<file path="src/ccsr_pkg.sv">
`default_nettype none
// =====================================================================
// channel current setting register bank: shared constants and types
package ccsr_pkg;

  // =====================================================================
  // register indices (byte address on the bus is four times the index)
  localparam logic [7:0] CCSR_IDX_CH_A0 = 8'h50;
  localparam logic [7:0] CCSR_IDX_CH_A1 = 8'h51;
  localparam logic [7:0] CCSR_IDX_CH_B0 = 8'h52;
  localparam logic [7:0] CCSR_IDX_CH_B1 = 8'h53;
  localparam logic [7:0] CCSR_IDX_CH_C0 = 8'h54;
  localparam logic [7:0] CCSR_IDX_CH_C1 = 8'h55;
  localparam logic [7:0] CCSR_IDX_CH_D0 = 8'h56;
  localparam logic [7:0] CCSR_IDX_CH_D1 = 8'h57;
  localparam logic [7:0] CCSR_IDX_CH_E0 = 8'h58;
  localparam logic [7:0] CCSR_IDX_CH_E1 = 8'h59;
  localparam logic [7:0] CCSR_IDX_CH_F0 = 8'h5A;

  // =====================================================================
  // layout of one current-code register
  localparam int         CCSR_REG_W     = 8;
  localparam int         CCSR_CODE_W    = 6;
  localparam int         CCSR_CODE_LSB  = 0;
  localparam logic [1:0] CCSR_RSVD_VAL  = 2'h0;
  localparam int         CCSR_CH_COUNT  = 11;
  localparam int         CCSR_CH_MAX    = 16;

  // =====================================================================
  // bus geometry and responses
  localparam int         CCSR_ADDR_W    = 12;
  localparam int         CCSR_DATA_W    = 32;
  localparam int         CCSR_STRB_W    = 4;
  localparam logic [1:0] CCSR_RESP_OKAY = 2'h0;
  localparam logic [1:0] CCSR_RESP_SLV  = 2'h2;

  typedef logic [CCSR_CODE_W-1:0] ccsr_code_t;

  // held write request: address, data and lane strobes travel together
  typedef struct packed {
    logic [CCSR_ADDR_W-1:0] addr;
    logic [CCSR_DATA_W-1:0] data;
    logic [CCSR_STRB_W-1:0] strb;
  } ccsr_wreq_s;

endpackage : ccsr_pkg
`default_nettype wire

</file>
<file path="src/ccsr_regs.sv">
`timescale 1ns/1ps
`default_nettype none
module ccsr_regs #(
  parameter int NUM_CH = ccsr_pkg::CCSR_CH_COUNT
) (
  // clock and reset
  input  wire  logic                                        aclk,
  input  wire  logic                                        aresetn,
  // stored nonvolatile codes, channel 0 (a0) in the low slot
  input  wire  logic [NUM_CH-1:0][ccsr_pkg::CCSR_CODE_W-1:0] nvm_code,
  // codes driving the current sources, channel 0 (a0) in the low slot
  output var   logic [NUM_CH-1:0][ccsr_pkg::CCSR_CODE_W-1:0] current_code,
  // write address channel
  input  wire  logic                                        s_axi_awvalid,
  output var   logic                                        s_axi_awready,
  input  wire  logic [ccsr_pkg::CCSR_ADDR_W-1:0]            s_axi_awaddr,
  input  wire  logic [2:0]                                  s_axi_awprot,
  // write data channel
  input  wire  logic                                        s_axi_wvalid,
  output var   logic                                        s_axi_wready,
  input  wire  logic [ccsr_pkg::CCSR_DATA_W-1:0]            s_axi_wdata,
  input  wire  logic [ccsr_pkg::CCSR_STRB_W-1:0]            s_axi_wstrb,
  // write response channel
  output var   logic                                        s_axi_bvalid,
  input  wire  logic                                        s_axi_bready,
  output var   logic [1:0]                                  s_axi_bresp,
  // read address channel
  input  wire  logic                                        s_axi_arvalid,
  output var   logic                                        s_axi_arready,
  input  wire  logic [ccsr_pkg::CCSR_ADDR_W-1:0]            s_axi_araddr,
  input  wire  logic [2:0]                                  s_axi_arprot,
  // read data channel
  output var   logic                                        s_axi_rvalid,
  input  wire  logic                                        s_axi_rready,
  output var   logic [ccsr_pkg::CCSR_DATA_W-1:0]            s_axi_rdata,
  output var   logic [1:0]                                  s_axi_rresp
);
  import ccsr_pkg::*;

  // =====================================================================
  // elaboration checks
  if (NUM_CH < 1 || NUM_CH > CCSR_CH_MAX) begin : g_bad_count
    $error("ccsr_regs: NUM_CH must lie between 1 and 16");
  end

  localparam int IDX_W = CCSR_ADDR_W - 2;

  // =====================================================================
  // address decode: hit flag in bit 4, channel slot in bits 3..0
  function automatic logic [4:0] decode_slot(input logic [CCSR_ADDR_W-1:0] addr);
    logic [IDX_W-1:0] idx;
    logic [IDX_W-1:0] off;
    logic             hit;
    idx = addr[CCSR_ADDR_W-1:2];
    off = idx - IDX_W'(CCSR_IDX_CH_A0);
    hit = (addr[1:0] == 2'h0) && (idx >= IDX_W'(CCSR_IDX_CH_A0))
          && (off < IDX_W'(NUM_CH));
    decode_slot = {hit, off[3:0]};
  endfunction

  // =====================================================================
  // state
  logic [NUM_CH-1:0][CCSR_CODE_W-1:0] code_q;
  ccsr_wreq_s                         wreq_q;
  logic                               aw_held_q;
  logic                               w_held_q;
  logic                               awready_q;
  logic                               wready_q;
  logic                               bvalid_q;
  logic [1:0]                         bresp_q;
  logic                               arready_q;
  logic                               rvalid_q;
  logic [CCSR_DATA_W-1:0]             rdata_q;
  logic [1:0]                         rresp_q;

  // =====================================================================
  // handshakes and decode
  wire logic       aw_take   = s_axi_awvalid && awready_q;
  wire logic       w_take    = s_axi_wvalid && wready_q;
  wire logic       b_done    = bvalid_q && s_axi_bready;
  wire logic       ar_take   = s_axi_arvalid && arready_q;
  wire logic       r_done    = rvalid_q && s_axi_rready;
  wire logic       commit    = aw_held_q && w_held_q && !bvalid_q;
  wire logic [4:0] wr_dec    = decode_slot(wreq_q.addr);
  wire logic [4:0] rd_dec    = decode_slot(s_axi_araddr);
  wire logic       wr_hit    = wr_dec[4];
  wire logic [3:0] wr_slot   = wr_dec[3:0];
  wire logic       rd_hit    = rd_dec[4];
  wire logic [3:0] rd_slot   = rd_dec[3:0];
  wire logic       wr_lane0  = wreq_q.strb[0];

  // read word: reserved bits and upper lanes are zero
  wire logic [CCSR_REG_W-1:0] rd_byte =
    rd_hit ? {CCSR_RSVD_VAL, code_q[rd_slot]} : CCSR_REG_W'(0);
  wire logic [CCSR_DATA_W-1:0] rd_word = {(CCSR_DATA_W-CCSR_REG_W)'(0), rd_byte};

  // =====================================================================
  // current codes: nonvolatile load in reset, bus writes afterwards
  always_ff @(posedge aclk) begin
    if (!aresetn) begin
      code_q <= nvm_code;
    end else if (commit && wr_hit && wr_lane0) begin
      code_q[wr_slot] <= wreq_q.data[CCSR_CODE_LSB +: CCSR_CODE_W];
    end
  end

  // =====================================================================
  // write address and data capture, either order
  always_ff @(posedge aclk) begin
    if (!aresetn) begin
      wreq_q    <= '0;
      aw_held_q <= 1'b0;
      w_held_q  <= 1'b0;
    end else begin
      if (aw_take) begin
        wreq_q.addr <= s_axi_awaddr;
        aw_held_q   <= 1'b1;
      end
      if (w_take) begin
        wreq_q.data <= s_axi_wdata;
        wreq_q.strb <= s_axi_wstrb;
        w_held_q    <= 1'b1;
      end
      if (commit) begin
        aw_held_q <= 1'b0;
        w_held_q  <= 1'b0;
      end
    end
  end

  // =====================================================================
  // write readies and response
  always_ff @(posedge aclk) begin
    if (!aresetn) begin
      awready_q <= 1'b0;
      wready_q  <= 1'b0;
      bvalid_q  <= 1'b0;
      bresp_q   <= CCSR_RESP_OKAY;
    end else begin
      if (aw_take) begin
        awready_q <= 1'b0;
      end else if (!aw_held_q && !bvalid_q) begin
        awready_q <= 1'b1;
      end
      if (w_take) begin
        wready_q <= 1'b0;
      end else if (!w_held_q && !bvalid_q) begin
        wready_q <= 1'b1;
      end
      if (commit) begin
        bvalid_q <= 1'b1;
        bresp_q  <= wr_hit ? CCSR_RESP_OKAY : CCSR_RESP_SLV;
      end else if (b_done) begin
        bvalid_q <= 1'b0;
      end
    end
  end

  // =====================================================================
  // read path: one beat answered the cycle after the address is taken
  always_ff @(posedge aclk) begin
    if (!aresetn) begin
      arready_q <= 1'b0;
      rvalid_q  <= 1'b0;
      rdata_q   <= '0;
      rresp_q   <= CCSR_RESP_OKAY;
    end else begin
      if (ar_take) begin
        arready_q <= 1'b0;
        rvalid_q  <= 1'b1;
        rdata_q   <= rd_word;
        rresp_q   <= rd_hit ? CCSR_RESP_OKAY : CCSR_RESP_SLV;
      end else if (r_done) begin
        rvalid_q  <= 1'b0;
        arready_q <= 1'b1;
      end else if (!rvalid_q) begin
        arready_q <= 1'b1;
      end
    end
  end

  // =====================================================================
  // outputs straight from flip-flops
  assign current_code  = code_q;
  assign s_axi_awready = awready_q;
  assign s_axi_wready  = wready_q;
  assign s_axi_bvalid  = bvalid_q;
  assign s_axi_bresp   = bresp_q;
  assign s_axi_arready = arready_q;
  assign s_axi_rvalid  = rvalid_q;
  assign s_axi_rdata   = rdata_q;
  assign s_axi_rresp   = rresp_q;

endmodule // ccsr_regs
`default_nettype wire

</file>
<file path="config.mk">
export PLATFORM = sky130hd
export DESIGN_NAME = ccsr_regs
export DESIGN_NICKNAME = d
export VERILOG_FILES = /design/src/ccsr_pkg.sv /design/src/ccsr_regs.sv
export SDC_FILE = /design/constraint.sdc
export NUM_CORES = 1
export LEC_CHECK = 0
export BUFFER_PORTS_ARGS = -buffer_cell sky130_fd_sc_hd__buf_2
export CORE_UTILIZATION = 46
export DETAILED_ROUTE_END_ITERATION = 10
export GPL_TIMING_DRIVEN = 0
export PLACE_DENSITY = 0.8
export REMOVE_ABC_BUFFERS = 1
export SLEW_MARGIN = 20
export SYNTH_ARGS = -nofsm -noshare
export SYNTH_HDL_FRONTEND = slang
export SYNTH_SLANG_ARGS = --single-unit
</file>
<file path="constraint.sdc">
create_clock -name aclk -period 2.7 [get_ports aclk]
set_input_delay 0.405 -clock aclk [delete_from_list [all_inputs] [get_ports aclk]]
set_output_delay 0.405 -clock aclk [all_outputs]
set_load 0.03 [all_outputs]
</file>
== Word level (Yosys, flattened, before mapping) ==
Index checks and enable logic that the tools add are counted.
Storage, ports and cells
  register bits: 104
  output and inout port bits: 107
Cells by class
  $add $sub $neg: 2
  magnitude comparators: 7
  equality and inequality tests: 2
  mux-type cells: 16
  bitwise logic cells: 1
  reduce and logical (&&, ||, !) cells: 27
Operators by type and width (number)
  2-to-1 mux 66 bit: 2
  bitwise mux 66 bit: 1
  binary-select mux 6 bit (select 4 bit): 1
  demux 6 bit (select 4 bit): 1
  greater-or-equal comparator 10 x 7 -> 1 bit, second input constant: 2
  less-than comparator 10 x 4 -> 1 bit, second input constant: 2
  subtractor 10 x 7 -> 10 bit, second input constant: 2
  2-to-1 mux 6 bit: 3
  logical AND 1 bit: 16
  less-than comparator 4 x 5 -> 1 bit, second input constant: 2
  OR reduction 2 bit: 4
  2-to-1 mux 1 bit: 6
  greater-or-equal comparator 4 x 1 -> 1 bit, second input constant: 1
  logical NOT 2 bit: 2
  2-to-1 mux 2 bit: 2
  != test 2 x 1 -> 1 bit, second input constant: 2
  nonzero test 2 bit: 2
  logical NOT 1 bit: 3
  NOT 1 bit: 1

== Longest topological paths before layout ==
Gate-level depths: netlist of run 1.
  depth after elaboration: 8
  mapped depth: 6

== Worst setup path before layout of run 1 ==
No wires, ideal clock.
  path type: reg-to-reg
  start: reg wreq_q[47] (netlist bit)
  end: reg code_q, in the netlist current_code[0], enable pin
  setup time: 377 ps
  data arrival time: 1860 ps
  data required time: 2323 ps
  slack: 463 ps
  stages on the path, launching flop included: 6
  buffers on the path: 1
  clock period less this slack: 2237 ps
  path through: dfxtp_1 nor4b_1 nand2_1 or4_1 clkbuf_1 o21ai_0
On the way
  longest elaborated chain between the ends: 6
Ends and longest elaborated chain
  start, declared: RTL line ccsr_regs.sv:64  | ccsr_wreq_s wreq_q;
  subtractor 10 x 7 -> 10 bit / greater-or-equal comparator 10 x 7 -> 1 bit (equally long branches): RTL line ccsr_regs.sv:55, ccsr_regs.sv:56
  less-than comparator 10 x 4 -> 1 bit / logical AND 1 bit (equally long branches): RTL line ccsr_regs.sv:57, ccsr_regs.sv:56
  logical AND 1 bit (*): RTL line ccsr_regs.sv:57  | && (off < IDX_W'(NUM_CH));
  logical AND 1 bit (*) (2 in a row): RTL line ccsr_regs.sv:102  | end else if (commit && wr_hit && wr_lane0) begin
  != test 2 x 1 -> 1 bit (no source line) (*)
  end signal, assigned: RTL line ccsr_regs.sv:101  | code_q <= nvm_code;
  end signal, assigned by index: RTL line ccsr_regs.sv:103  | code_q[wr_slot] <= wreq_q.data[CCSR_CODE_LSB +: CCSR_CODE_W];
  end, declared: RTL line ccsr_regs.sv:63  | logic [NUM_CH-1:0][CCSR_CODE_W-1:0] code_q;
Mark *: on every way between the ends. The rest lies on a longest branch, timed or not.
A chain may end at the register's enable or synchronous reset.

== Final worst setup path of run 1 ==
  start: reg wreq_q[43] (netlist bit)
  end: reg code_q, in the netlist current_code[11], enable pin
The elaborated chain is that of the path after synthesis.

==> flow_summary_export.csv, run 1 <==
group,metric,value,unit
outcome,status,"finished, violations left",
final_layout,final_cell_mix,"buf_2, o22ai_1, inv_1, edfxtp_1, nand2_1",
logic_synthesis,syn_avg_cell_area,10.09,sq um
route,dr.pass1.iters,4,
logic_synthesis,yosys_register_bits,100,
power_and_ir_drop,peakVddDrop,0.3808,mV
grt,antenna_found_initial,0,
final_layout,final_common_cell,"buf_2",
worst_setup_path,critPathKind,"register to register",
sta,setup_viol_count_final,24,
route,drc,0,
final_layout,fin_nets,792,
placed_design,dpl.hpwl,10290,microns
cts,cts_max_level,3,
sta,post-route-period-util,1.014,
floorplan,die_area,0.01124,sq mm
sta,finalSetupTns,-0.4051,ns
worst_setup_path,critPathCaptureType,"register",
cts,cts_root_buf,"clkbuf_8",
worst_setup_path,required,2.69,ns
cts,insertion_delay,0.37,ns
sta,grt_setup_unrepaired,"true",
final_layout,stdcell_area,0.006035,sq mm
placed_design,dpl_cell_area,0.005839,sq mm
worst_setup_path,cp.arrival,2.73,ns
final_layout,synthToLayoutAreaGrowth,21.27,%
sta,drv_slew,0,
route,wl,13760,microns
placed_design,port-buffer-count,182,
sta,fin_crit,2.738,ns
worst_setup_path,path_max_fanout,11,
logic_synthesis,async_flop_share,0,
route,drt_iter0_markers,239,
grt,track_usage,0.2398,
final_layout,drive_above_1_share,0.3146,
worst_hold_path,min_path_type,"input port to register",
floorplan,io_pins,246,
floorplan,die_y,106.0,microns
logic_synthesis,yosysSeqAreaShare,0.5351,
power_and_ir_drop,power.leakage,2.747,nW
grt,grt_pass1_wl,20110,microns
cts,cts_buffer_depth,2,
flow_run,maxCapViolCount,0,
final_layout,diodes,0,
logic_synthesis,synthFlopType,"edfxtp_1",
floorplan,design.core.area,0.01042,sq mm
route,viasPerCell,5.349,
grt,grt_pass1_vias,3913,
route,vias,4247,
cts,cts_tree,"done",
worst_setup_path,cp-start-kind,"register",
sta,setup_ws,-0.03819,ns
placed_design,gp_congestion,0.8736,
logic_synthesis,synth_edf_count,66,
logic_synthesis,synth_area,0.004976,sq mm
logic_synthesis,syn_inst,493,
sta,worst_hold_slack,0.2818,ns
cts,cts.reportedPaths.clkPinSlew,0.10,ns
cts,cts_buffers,9,
sta,worst_pin_slew,0.9694,ns
grt,grt_max_degree,60,
worst_setup_path,reg2reg_depth,4,
worst_hold_path,whs_path_depth,3,
power_and_ir_drop,powerDensity,561.1,mW/mm^2
worst_setup_path,reg2reg_slack,-0.04,ns
outcome,violations,"negative setup slack",
logic_synthesis,yosysUniqueCellTypes,38,
sta,max_freq,365.2,MHz
route,antenna_left,0,
floorplan,start_util,0.4777,
floorplan,die_w,106.0,microns
route,wl_per_cell,17.33,microns
cts,cts_setup_buffers,0,
sta,max_slew_margin,0.3537,
cts,clock_sink_count,100,
floorplan,rows,37,
power_and_ir_drop,power.total,3.386,mW
sta,hold_violations,0,
final_layout,fill_cells,921,
sta,finClkSkew,0.01308,ns
grt,grt-ovfl-total,0,
logic_synthesis,ys_warn_count,0,
==> per-stage QoR <==
| step | instances | setup WS (ns) | util |
|---|---|---|---|
| CTS | 794 | -0.02237 | 0.5793 |
| floorplan | 459 | 0.4975 | - |
| finish | 794 | -0.03819 | 0.5793 |
| global placement | 777 | -0.2503 | 0.5584 |
| detailed placement | 778 | -0.07729 | 0.5606 |
| global route | 794 | -0.1487 | 0.5793 |
==> final timing paths <==
path / startpoint / end
hold / removal: s_axi_awaddr[11] / wreq_q[47]$_SDFFE_PN0P_
hold reg to reg: s_axi_rdata[4]$_SDFFE_PN0P_ / s_axi_rdata[4]$_SDFFE_PN0P_
setup reg to reg: wreq_q[43]$_SDFFE_PN0P_ / current_code[11]$_DFFE_PP_
setup / recovery: wreq_q[43]$_SDFFE_PN0P_ / current_code[11]$_DFFE_PP_
==> power breakdown <==
group	switching (mW)	total [mW]	internal, mW
Combinational	0.434	0.643	0.210
Clock	0.532	0.954	0.422
Sequential	0.0587	1.79	1.73
Total	1.02	3.39	2.36
==> kinds of logic after synthesis <==
family / after synthesis / synth area share
other: 1 / 0.0007536
buffers and inverters: 129 / 0.1199
and+or+nand+nor: 94 / 0.08927
AOI/OAI and AO/OA: 139 / 0.1946
DFF: 100 / 0.5351
muxes: 30 / 0.06035
==> critical path: stages, from the launching register on <==
cell and delay, ns:
dfxtp_1 0.33, nor4b_1 0.35, nand2_1 0.13, or4_1 0.80, o21ai_0 0.76
==> routing by layer <==
metal  wire (microns)  GRT usage
met3             1077    0.04721
met5                0          0
met2             6953     0.4258
met4              123    0.05853
met1             5608     0.2992
==> synth_stat cells, types with 2 or more instances <==
cell type	number	area (sq um)
a211oi_1	6	45.04
clkbuf_1	24	90.09
nand2b_1	4	25.02
nand2_1	58	217.7
nor2b_1	7	43.79
inv_1	68	255.2
o22ai_1	72	450.4
buf_4	28	210.2
o221a_2	5	56.30
edfxtp_1	66	1982
mux2i_1	30	300.3
buf_2	6	30.03
a21boi_0	21	157.7
and2_1	4	25.02
nand3_1	8	40.04
buf_1	3	11.26
o2bb2ai_1	6	52.55
nor4b_1	2	17.52
o21ai_0	14	70.07
dfxtp_1	34	680.7
nor3_1	2	10.01
o31ai_1	5	37.54
o21a_1	4	30.03
nor2_1	2	7.510
==> cell type report <==
class	instances	area (sq um)	area share
Sequential cell	100	2663	0.4412
Multi-Input combinational cell	291	1818	0.3013
Timing Repair Buffer	183	933.4	0.1547
Inverter	68	255.2	0.04230
Tap cell	136	170.2	0.02820
Clock buffer	12	166.4	0.02758
Clock inverter	4	28.78	0.004769
==> registers in the layout (all words and copies together), names as in the netlist <==
signal / count
wr_lane0: 1
wreq_q: 18
w_held_q: 1
s_axi_awready: 1
s_axi_rdata: 6
s_axi_bvalid: 1
s_axi_rvalid: 1
aw_held_q: 1
s_axi_rresp: 1
s_axi_arready: 1
s_axi_bresp: 1
s_axi_wready: 1
current_code: 66
==> what timing repair did <==
item | in CTS | in global routing
hold buffers | 0 | 0
endpoints found under the setup margin | 40 | 36
resized for setup | 5 | 2
Power figures use the tool's default switching activity.
==> inputs of run 2 (changes only) <==
--- a/config.mk
+++ b/config.mk
@@ -5,11 +5,12 @@
 export SDC_FILE = /design/constraint.sdc
 export NUM_CORES = 1
 export LEC_CHECK = 0
+export ABC_AREA = 1
 export BUFFER_PORTS_ARGS = -buffer_cell sky130_fd_sc_hd__buf_2
-export CORE_UTILIZATION = 46
+export CORE_UTILIZATION = 47
 export DETAILED_ROUTE_END_ITERATION = 10
 export GPL_TIMING_DRIVEN = 0
-export PLACE_DENSITY = 0.8
+export PLACE_DENSITY = 0.81
 export REMOVE_ABC_BUFFERS = 1
 export SLEW_MARGIN = 20
 export SYNTH_ARGS = -nofsm -noshare
==> run 2 against run 1 <==
Compared with the run above:
- the run now ends clean
- utilization up 0.73 points
- setup slack better by 0.48 ns
- clock skew down 0.00091 ns
- cell count up 19%
- critical path depth up 1
- clock-buffer cell count down 3
- maximum frequency up 21%
- critical path type unchanged
==> flow_summary_export.csv, run 2 <==
group,metric,value,unit
outcome,status,"finished, final reports clean",
floorplan,die_area,0.01116,sq mm
sta,drv_slew,0,
final_layout,diodes,0,
logic_synthesis,syn_avg_cell_area,7.899,sq um
route,viasPerCell,5.047,
power_and_ir_drop,power.leakage,2.937,nW
logic_synthesis,yosys.area.top_type,"edfxtp_1",
route,vias,4749,
final_layout,drive_above_1_share,0.2522,
cts,clock_sink_count,100,
placed_design,dpl.hpwl,10270,microns
logic_synthesis,syn_inst,639,
grt,antenna_found_initial,0,
final_layout,final_cell_mix,"nand2_1, buf_2, o21ai_0, edfxtp_1, inv_1",
placed_design,dp.cells,925,
logic_synthesis,synth_area,0.005047,sq mm
worst_setup_path,cp_cell_sequence,"nor3_2, nand3_1, nor2_1, nand2_1, o21bai_1",
cts,cts.reportedPaths.clkPinSlew,0.11,ns
grt,grt_pass1_wl,21290,microns
floorplan,start_util,0.4867,
route,drc,0,
placed_design,gp_congestion,0.8755,
flow_run,maxCapViolCount,0,
cts,cts_buffer_depth,2,
logic_synthesis,synth_edf_count,66,
sta,grt_setup_unrepaired,"false",
route,dr.pass1.iters,6,
floorplan,io_pins,246,
final_layout,fin_cells,941,
logic_synthesis,synthTopCellsByArea,"edfxtp_1, nand2_1, dfxtp_1",
route,drt_iter0_markers,286,
route,antenna_left,0,
final_layout,synthToLayoutAreaGrowth,20.53,%
worst_setup_path,critPathCaptureType,"register",
worst_setup_path,cp.arrival,2.27,ns
sta,finalSetupTns,0,ns
route,wl,14090,microns
cts,cts_setup_buffers,0,
floorplan,design.core.area,0.01037,sq mm
worst_hold_path,hold_path_end,"wreq_q[4]$_SDFFE_PN0P_",
logic_synthesis,ys_top_cells_by_count,"nand2_1, o21ai_0, edfxtp_1, inv_1, nor2_1",
worst_setup_path,critPathKind,"register to register",
sta,setup_viol_count_final,0,
grt,grt_pass1_vias,4283,
grt,grt-ovfl-total,0,
grt,grt_max_degree,82,
cts,cts_root_buf,"clkbuf_8",
worst_setup_path,critical_path_buf_inv_count,0,
final_layout,largest_reg_flops,66,
worst_hold_path,min_path_type,"input port to register",
worst_setup_path,r2r-end,"current_code[25]$_DFFE_PP_",
final_layout,final_common_cell,"nand2_1",
worst_setup_path,path_max_fanout,11,
logic_synthesis,synth.most_common_cell,"nand2_1",
floorplan,rows,37,
cts,holdBufCountCts,0,
sta,hold_violations,0,
worst_setup_path,cp-start-kind,"register",
sta,fin_crit,2.262,ns
worst_hold_path,holdCritStartpoint,"s_axi_wdata[0]",
logic_synthesis,yosysUniqueCellTypes,22,
worst_setup_path,r2r-start,"s_axi_bvalid$_SDFFE_PN0P_",
power_and_ir_drop,powerDensity,555.3,mW/mm^2
logic_synthesis,synthFlopType,"edfxtp_1",
logic_synthesis,yosysSeqAreaShare,0.5275,
cts,cts.repair.resized,0,
logic_synthesis,yosys_register_bits,100,
sta,max_slew_margin,0.5028,
worst_setup_path,reg2reg_depth,5,
sta,finClkSkew,0.01217,ns
worst_setup_path,cp_slowest_cell,"o21bai_1",
cts,insertion_delay,0.37,ns
worst_setup_path,critPathMaxStageDelay,0.63,ns
logic_synthesis,async_flop_share,0,
worst_hold_path,whs_path_depth,3,
logic_synthesis,ys_warn_count,0,
logic_synthesis,synth_top_cell_area_share,0.3927,
sta,post-route-period-util,0.8376,
placed_design,port-buffer-count,182,
floorplan,die_w,105.6,microns
sta,max_freq,442.2,MHz
cts,cts_tree,"done",
worst_setup_path,required,2.71,ns
final_layout,fin_nets,939,
grt,track_usage,0.2503,
worst_setup_path,critical_path.top_delay_family,"simple AND/OR/NAND/NOR gates",
cts,cts_max_level,3,
cts,cts_buffers,9,
power_and_ir_drop,peakVddDrop,0.3101,mV
route,wl_per_cell,14.97,microns
worst_setup_path,reg2reg_slack,0.44,ns
sta,worst_pin_slew,0.7458,ns
floorplan,die_y,105.6,microns
[run 2: per-layer routing]
layer  global-route usage  wire length, microns  vias to the layer above  share of wire
li1                     -                     -                     2336              -
met1               0.3158                  5920                     2134           0.42
met2               0.4319                  6741                      253           0.48
met3              0.05442                  1189                       26          0.084
met4              0.07143                   240                        0          0.017
met5                    0                     0                        -              0
[run 2: per-stage QoR]
| step | instance area (sq um) | hold WS [ns] | power, mW | utilization | setup slack (ns) |
|---|---|---|---|---|---|
| CTS | 6083 | 0.2691 | 3.379 | 0.5866 | 0.4299 |
| detailed placement | 5889 | 0.4357 | 2.469 | 0.5679 | 0.4638 |
| global route | 6083 | 0.2967 | 3.515 | 0.5866 | 0.2276 |
| finish | 6083 | 0.2747 | 3.378 | 0.5866 | 0.4384 |
| global placement | 5887 | 0.4340 | 2.458 | 0.5677 | 0.2396 |
| floorplan | 4806 | 0.4286 | 2.221 | - | 0.8875 |
[run 2: report_power, final]
| part | internal (mW) | switching (mW) |
|---|---|---|
| logic | 0.185 | 0.468 |
| clock network | 0.361 | 0.578 |
| registers | 1.73 | 0.0528 |
[run 2: worst max path at each step]
| stage | start | endpoint | slack, ns | depth (start not counted) |
|---|---|---|---|---|
| 2_1_floorplan | s_axi_bvalid$_SDFFE_PN0P_ | current_code[0]$_DFFE_PP_ | 0.89 | 5 |
| 3_3_place_gp | aresetn | current_code[8]$_DFFE_PP_ | 0.24 | 3 |
| 3_5_place_dp | w_held_q$_SDFFE_PP0P_ | current_code[27]$_DFFE_PP_ | 0.46 | 6 |
| 4_1_cts | s_axi_bvalid$_SDFFE_PN0P_ | current_code[29]$_DFFE_PP_ | 0.43 | 5 |
| 5_1_grt | w_held_q$_SDFFE_PP0P_ | current_code[13]$_DFFE_PP_ | 0.23 | 6 |
| 6_report | s_axi_bvalid$_SDFFE_PN0P_ | current_code[25]$_DFFE_PP_ | 0.44 | 5 |
[run 2: kinds of logic (layout without fill, tap and decap cells)]
logic type | after synthesis | in the layout | share of synthesized area
compound gates | 126 | 126 | 0.1319
buf+inv | 111 | 250 | 0.1066
flops | 100 | 100 | 0.5275
other cells | 1 | 28 | 0.0007430
simple gates | 301 | 301 | 0.2333
[run 2: tightest hold or removal path, cell delays in order]
cell,delay [ns]
buf_2,0.07
o21ai_0,0.07
nor2_1,0.07
[run 2: cell type report]
type / count / area [sq um]
multi-input cells: 455 / 1948
fillers: 974 / 4287
repair buffers: 182 / 910.9
well taps: 136 / 170.2
inverters: 52 / 197.7
clock buffers: 9 / 123.9
clock inverters: 7 / 70.07
flip-flops and latches: 100 / 2663
==> inputs of run 3 (changes only) <==
--- a/config.mk
+++ b/config.mk
@@ -7,10 +7,10 @@
 export LEC_CHECK = 0
 export ABC_AREA = 1
 export BUFFER_PORTS_ARGS = -buffer_cell sky130_fd_sc_hd__buf_2
-export CORE_UTILIZATION = 47
+export CORE_UTILIZATION = 42
 export DETAILED_ROUTE_END_ITERATION = 10
 export GPL_TIMING_DRIVEN = 0
-export PLACE_DENSITY = 0.81
+export PLACE_DENSITY = 0.77
 export REMOVE_ABC_BUFFERS = 1
 export SLEW_MARGIN = 20
 export SYNTH_ARGS = -nofsm -noshare
==> constraint.sdc (replaced) <==
create_clock -name aclk -period 2 [get_ports aclk]
set_input_delay 0.3 -clock aclk [delete_from_list [all_inputs] [get_ports aclk]]
set_output_delay 0.3 -clock aclk [all_outputs]
set_load 0.03 [all_outputs]
==> run 3 against run 2 <==
Compared with the run above:
- the flow now finishes with violations (design-rule violations)
- flip-flop and latch count unchanged
- non-clock buffer count increased by 2
- clock skew decreased by 0.0030 ns
- critical path depth increased by 2
- maximum frequency increased by 22%
- routed wire length increased by 1.4%
- combinational power increased by 38%
- critical path type unchanged
==> flow_summary_export.csv, run 3 (synthesis gave the netlist of run 2 again) <==
group,metric,value,unit
worst_setup_path,required,2.01,ns
route,vias,4745,
floorplan,rows,39,
worst_setup_path,cp.arrival,1.86,ns
final_layout,synthToLayoutAreaGrowth,25.58,%
power_and_ir_drop,power.leakage,3.048,nW
grt,grt_pass1_vias,4339,
final_layout,ff_latch_area,0.002663,sq mm
sta,finClkSkew,0.009148,ns
outcome,violations,"design-rule violations",
final_layout,final_common_cell,"nand2_1",
floorplan,die_area,0.01246,sq mm
final_layout,diodes,0,
cts,cts.reportedPaths.clkPinSlew,0.07,ns
placed_design,dpl.hpwl,10460,microns
worst_setup_path,critPathMaxStageDelay,0.34,ns
sta,worst_pin_slew,0.8007,ns
placed_design,place_ws,-0.2750,ns
floorplan,die_y,111.6,microns
sta,grt_setup_unrepaired,"false",
grt,track_usage,0.2252,
route,viasPerCell,4.995,
final_layout,multi_input_area,0.002064,sq mm
floorplan,die_w,111.6,microns
placed_design,port-buffer-count,182,
cts,clock_sink_count,100,
sta,hold_violations,0,
worst_setup_path,cp_slowest_cell,"dfxtp_1",
sta,drv_slew,0,
sta,fin_crit,1.851,ns
power_and_ir_drop,power.total,4.992,mW
cts,cts_root_buf,"clkbuf_16",
route,drc,16,
cts,insertion_delay,0.34,ns
route,dr.pass1.iters,10,
route,wl_per_cell,15.03,microns
sta,max_slew_margin,0.4662,
worst_setup_path,critical_path.top_delay_family,"simple AND/OR/NAND/NOR gates",
sta,finalSetupTns,0,ns
final_layout,stdcell_area,0.006339,sq mm
floorplan,io_pins,246,
worst_hold_path,min_path_type,"input port to register",
final_layout,final_cell_mix,"nand2_1, buf_2, o21ai_0, edfxtp_1, inv_1",
route,drt_iter0_markers,287,
floorplan,design.core.area,0.01156,sq mm
cts,cts_max_level,3,
power_and_ir_drop,powerDensity,787.5,mW/mm^2
final_layout,fill_cells,1103,
sta,max_freq,540.3,MHz
floorplan,start_util,0.4364,
cts,cts_tree,"done",
final_layout,fin_nets,941,
grt,grt_max_degree,82,
route,antenna_left,0,
sta,setup_ws,0.1491,ns
worst_setup_path,reg2reg_slack,0.15,ns
flow_run,maxCapViolCount,0,
final_layout,largest_reg_flops,66,
worst_setup_path,cp_cell_sequence,"inv_1, nor3_2, nand3_1, nor2_1, nand2_4, buf_12, o21bai_2",
final_layout,drive_above_1_share,0.2677,
grt,antenna_found_initial,0,
worst_setup_path,cp-start-kind,"register",
outcome,status,"finished, violations left",
route,wl,14280,microns
sta,worst_hold_slack,0.2140,ns
placed_design,dpl_cell_area,0.005898,sq mm
worst_setup_path,critical_path_buf_inv_count,2,
grt,grt-ovfl-total,0,
power_and_ir_drop,peakVddDrop,0.3707,mV
sta,post-route-period-util,0.9255,
grt,grt_pass1_wl,21660,microns
worst_setup_path,critPathCaptureType,"register",
cts,cts_buffer_depth,2,
worst_setup_path,critPathKind,"register to register",
worst_setup_path,path_max_fanout,6,
placed_design,gp_congestion,0.8722,
sta,setup_viol_count_final,0,
cts,cts_buffers,9,
run 3: changes by cell type in the layout (fill, tap and decap cells not counted), moves of 2 or more:
cell / previous run / this run
buf_12: 0 / 2
clkbuf_8: 9 / 0
clkbuf_16: 0 / 9
o21bai_2: 0 / 2
o21bai_1: 11 / 0
o21bai_4: 0 / 9
run 3: worst reg2reg max path: stages (launching register included):
cell and delay, ns:
dfxtp_1 0.34, inv_1 0.06, nor3_2 0.22, nand3_1 0.11, nor2_1 0.24, nand2_4 0.12
buf_12 0.16, o21bai_2 0.28
run 3: through the flow:
step / util / cells
after floorplan: - / 607
after detailed placement: 0.5100 / 932
after global routing: 0.5481 / 950
after CTS: 0.5384 / 948
after global placement: 0.5098 / 932
final: 0.5481 / 950
run 3: area by class of cell:
| type | instances | share of cell area |
|---|---|---|
| timing repair buffer | 184 | 0.1500 |
| sequential | 100 | 0.4201 |
| inverter | 52 | 0.03119 |
| tap | 143 | 0.02823 |
| clock buffer | 10 | 0.03612 |
| multi-input combinational | 455 | 0.3257 |
| clock inverter | 6 | 0.008685 |
run 3: final timing paths:
| path | cells after the start | start | endpoint |
|---|---|---|---|
| hold / removal | 4 | s_axi_bready | s_axi_bvalid$_SDFFE_PN0P_ |
| setup reg to reg | 7 | w_held_q$_SDFFE_PP0P_ | current_code[38]$_DFFE_PP_ |
| hold reg to reg | 2 | s_axi_rdata[4]$_SDFFE_PN0P_ | s_axi_rdata[4]$_SDFFE_PN0P_ |
| setup / recovery | 7 | w_held_q$_SDFFE_PP0P_ | current_code[38]$_DFFE_PP_ |
run 3: per-layer routing:
metal / routed length [microns] / global-route usage
met1: 6030 / 0.2891
met2: 6851 / 0.3855
met3: 1138 / 0.04192
met4: 260 / 0.06757
met5: 0 / 0
run 3: what timing repair did:
item | 4_1_cts | 5_1_grt
endpoints found under the setup margin | 66 | 66
setup buffers | 0 | 2
gates resized for setup | 12 | 10
hold buffers | 0 | 0
pin swaps | 0 | 2
run 3: power breakdown:
| part | total [mW] | internal, mW | switching [mW] |
|---|---|---|---|
| sequential | 2.41 | 2.34 | 0.0708 |
| clock | 1.68 | 0.872 | 0.810 |
| combinational | 0.900 | 0.263 | 0.636 |
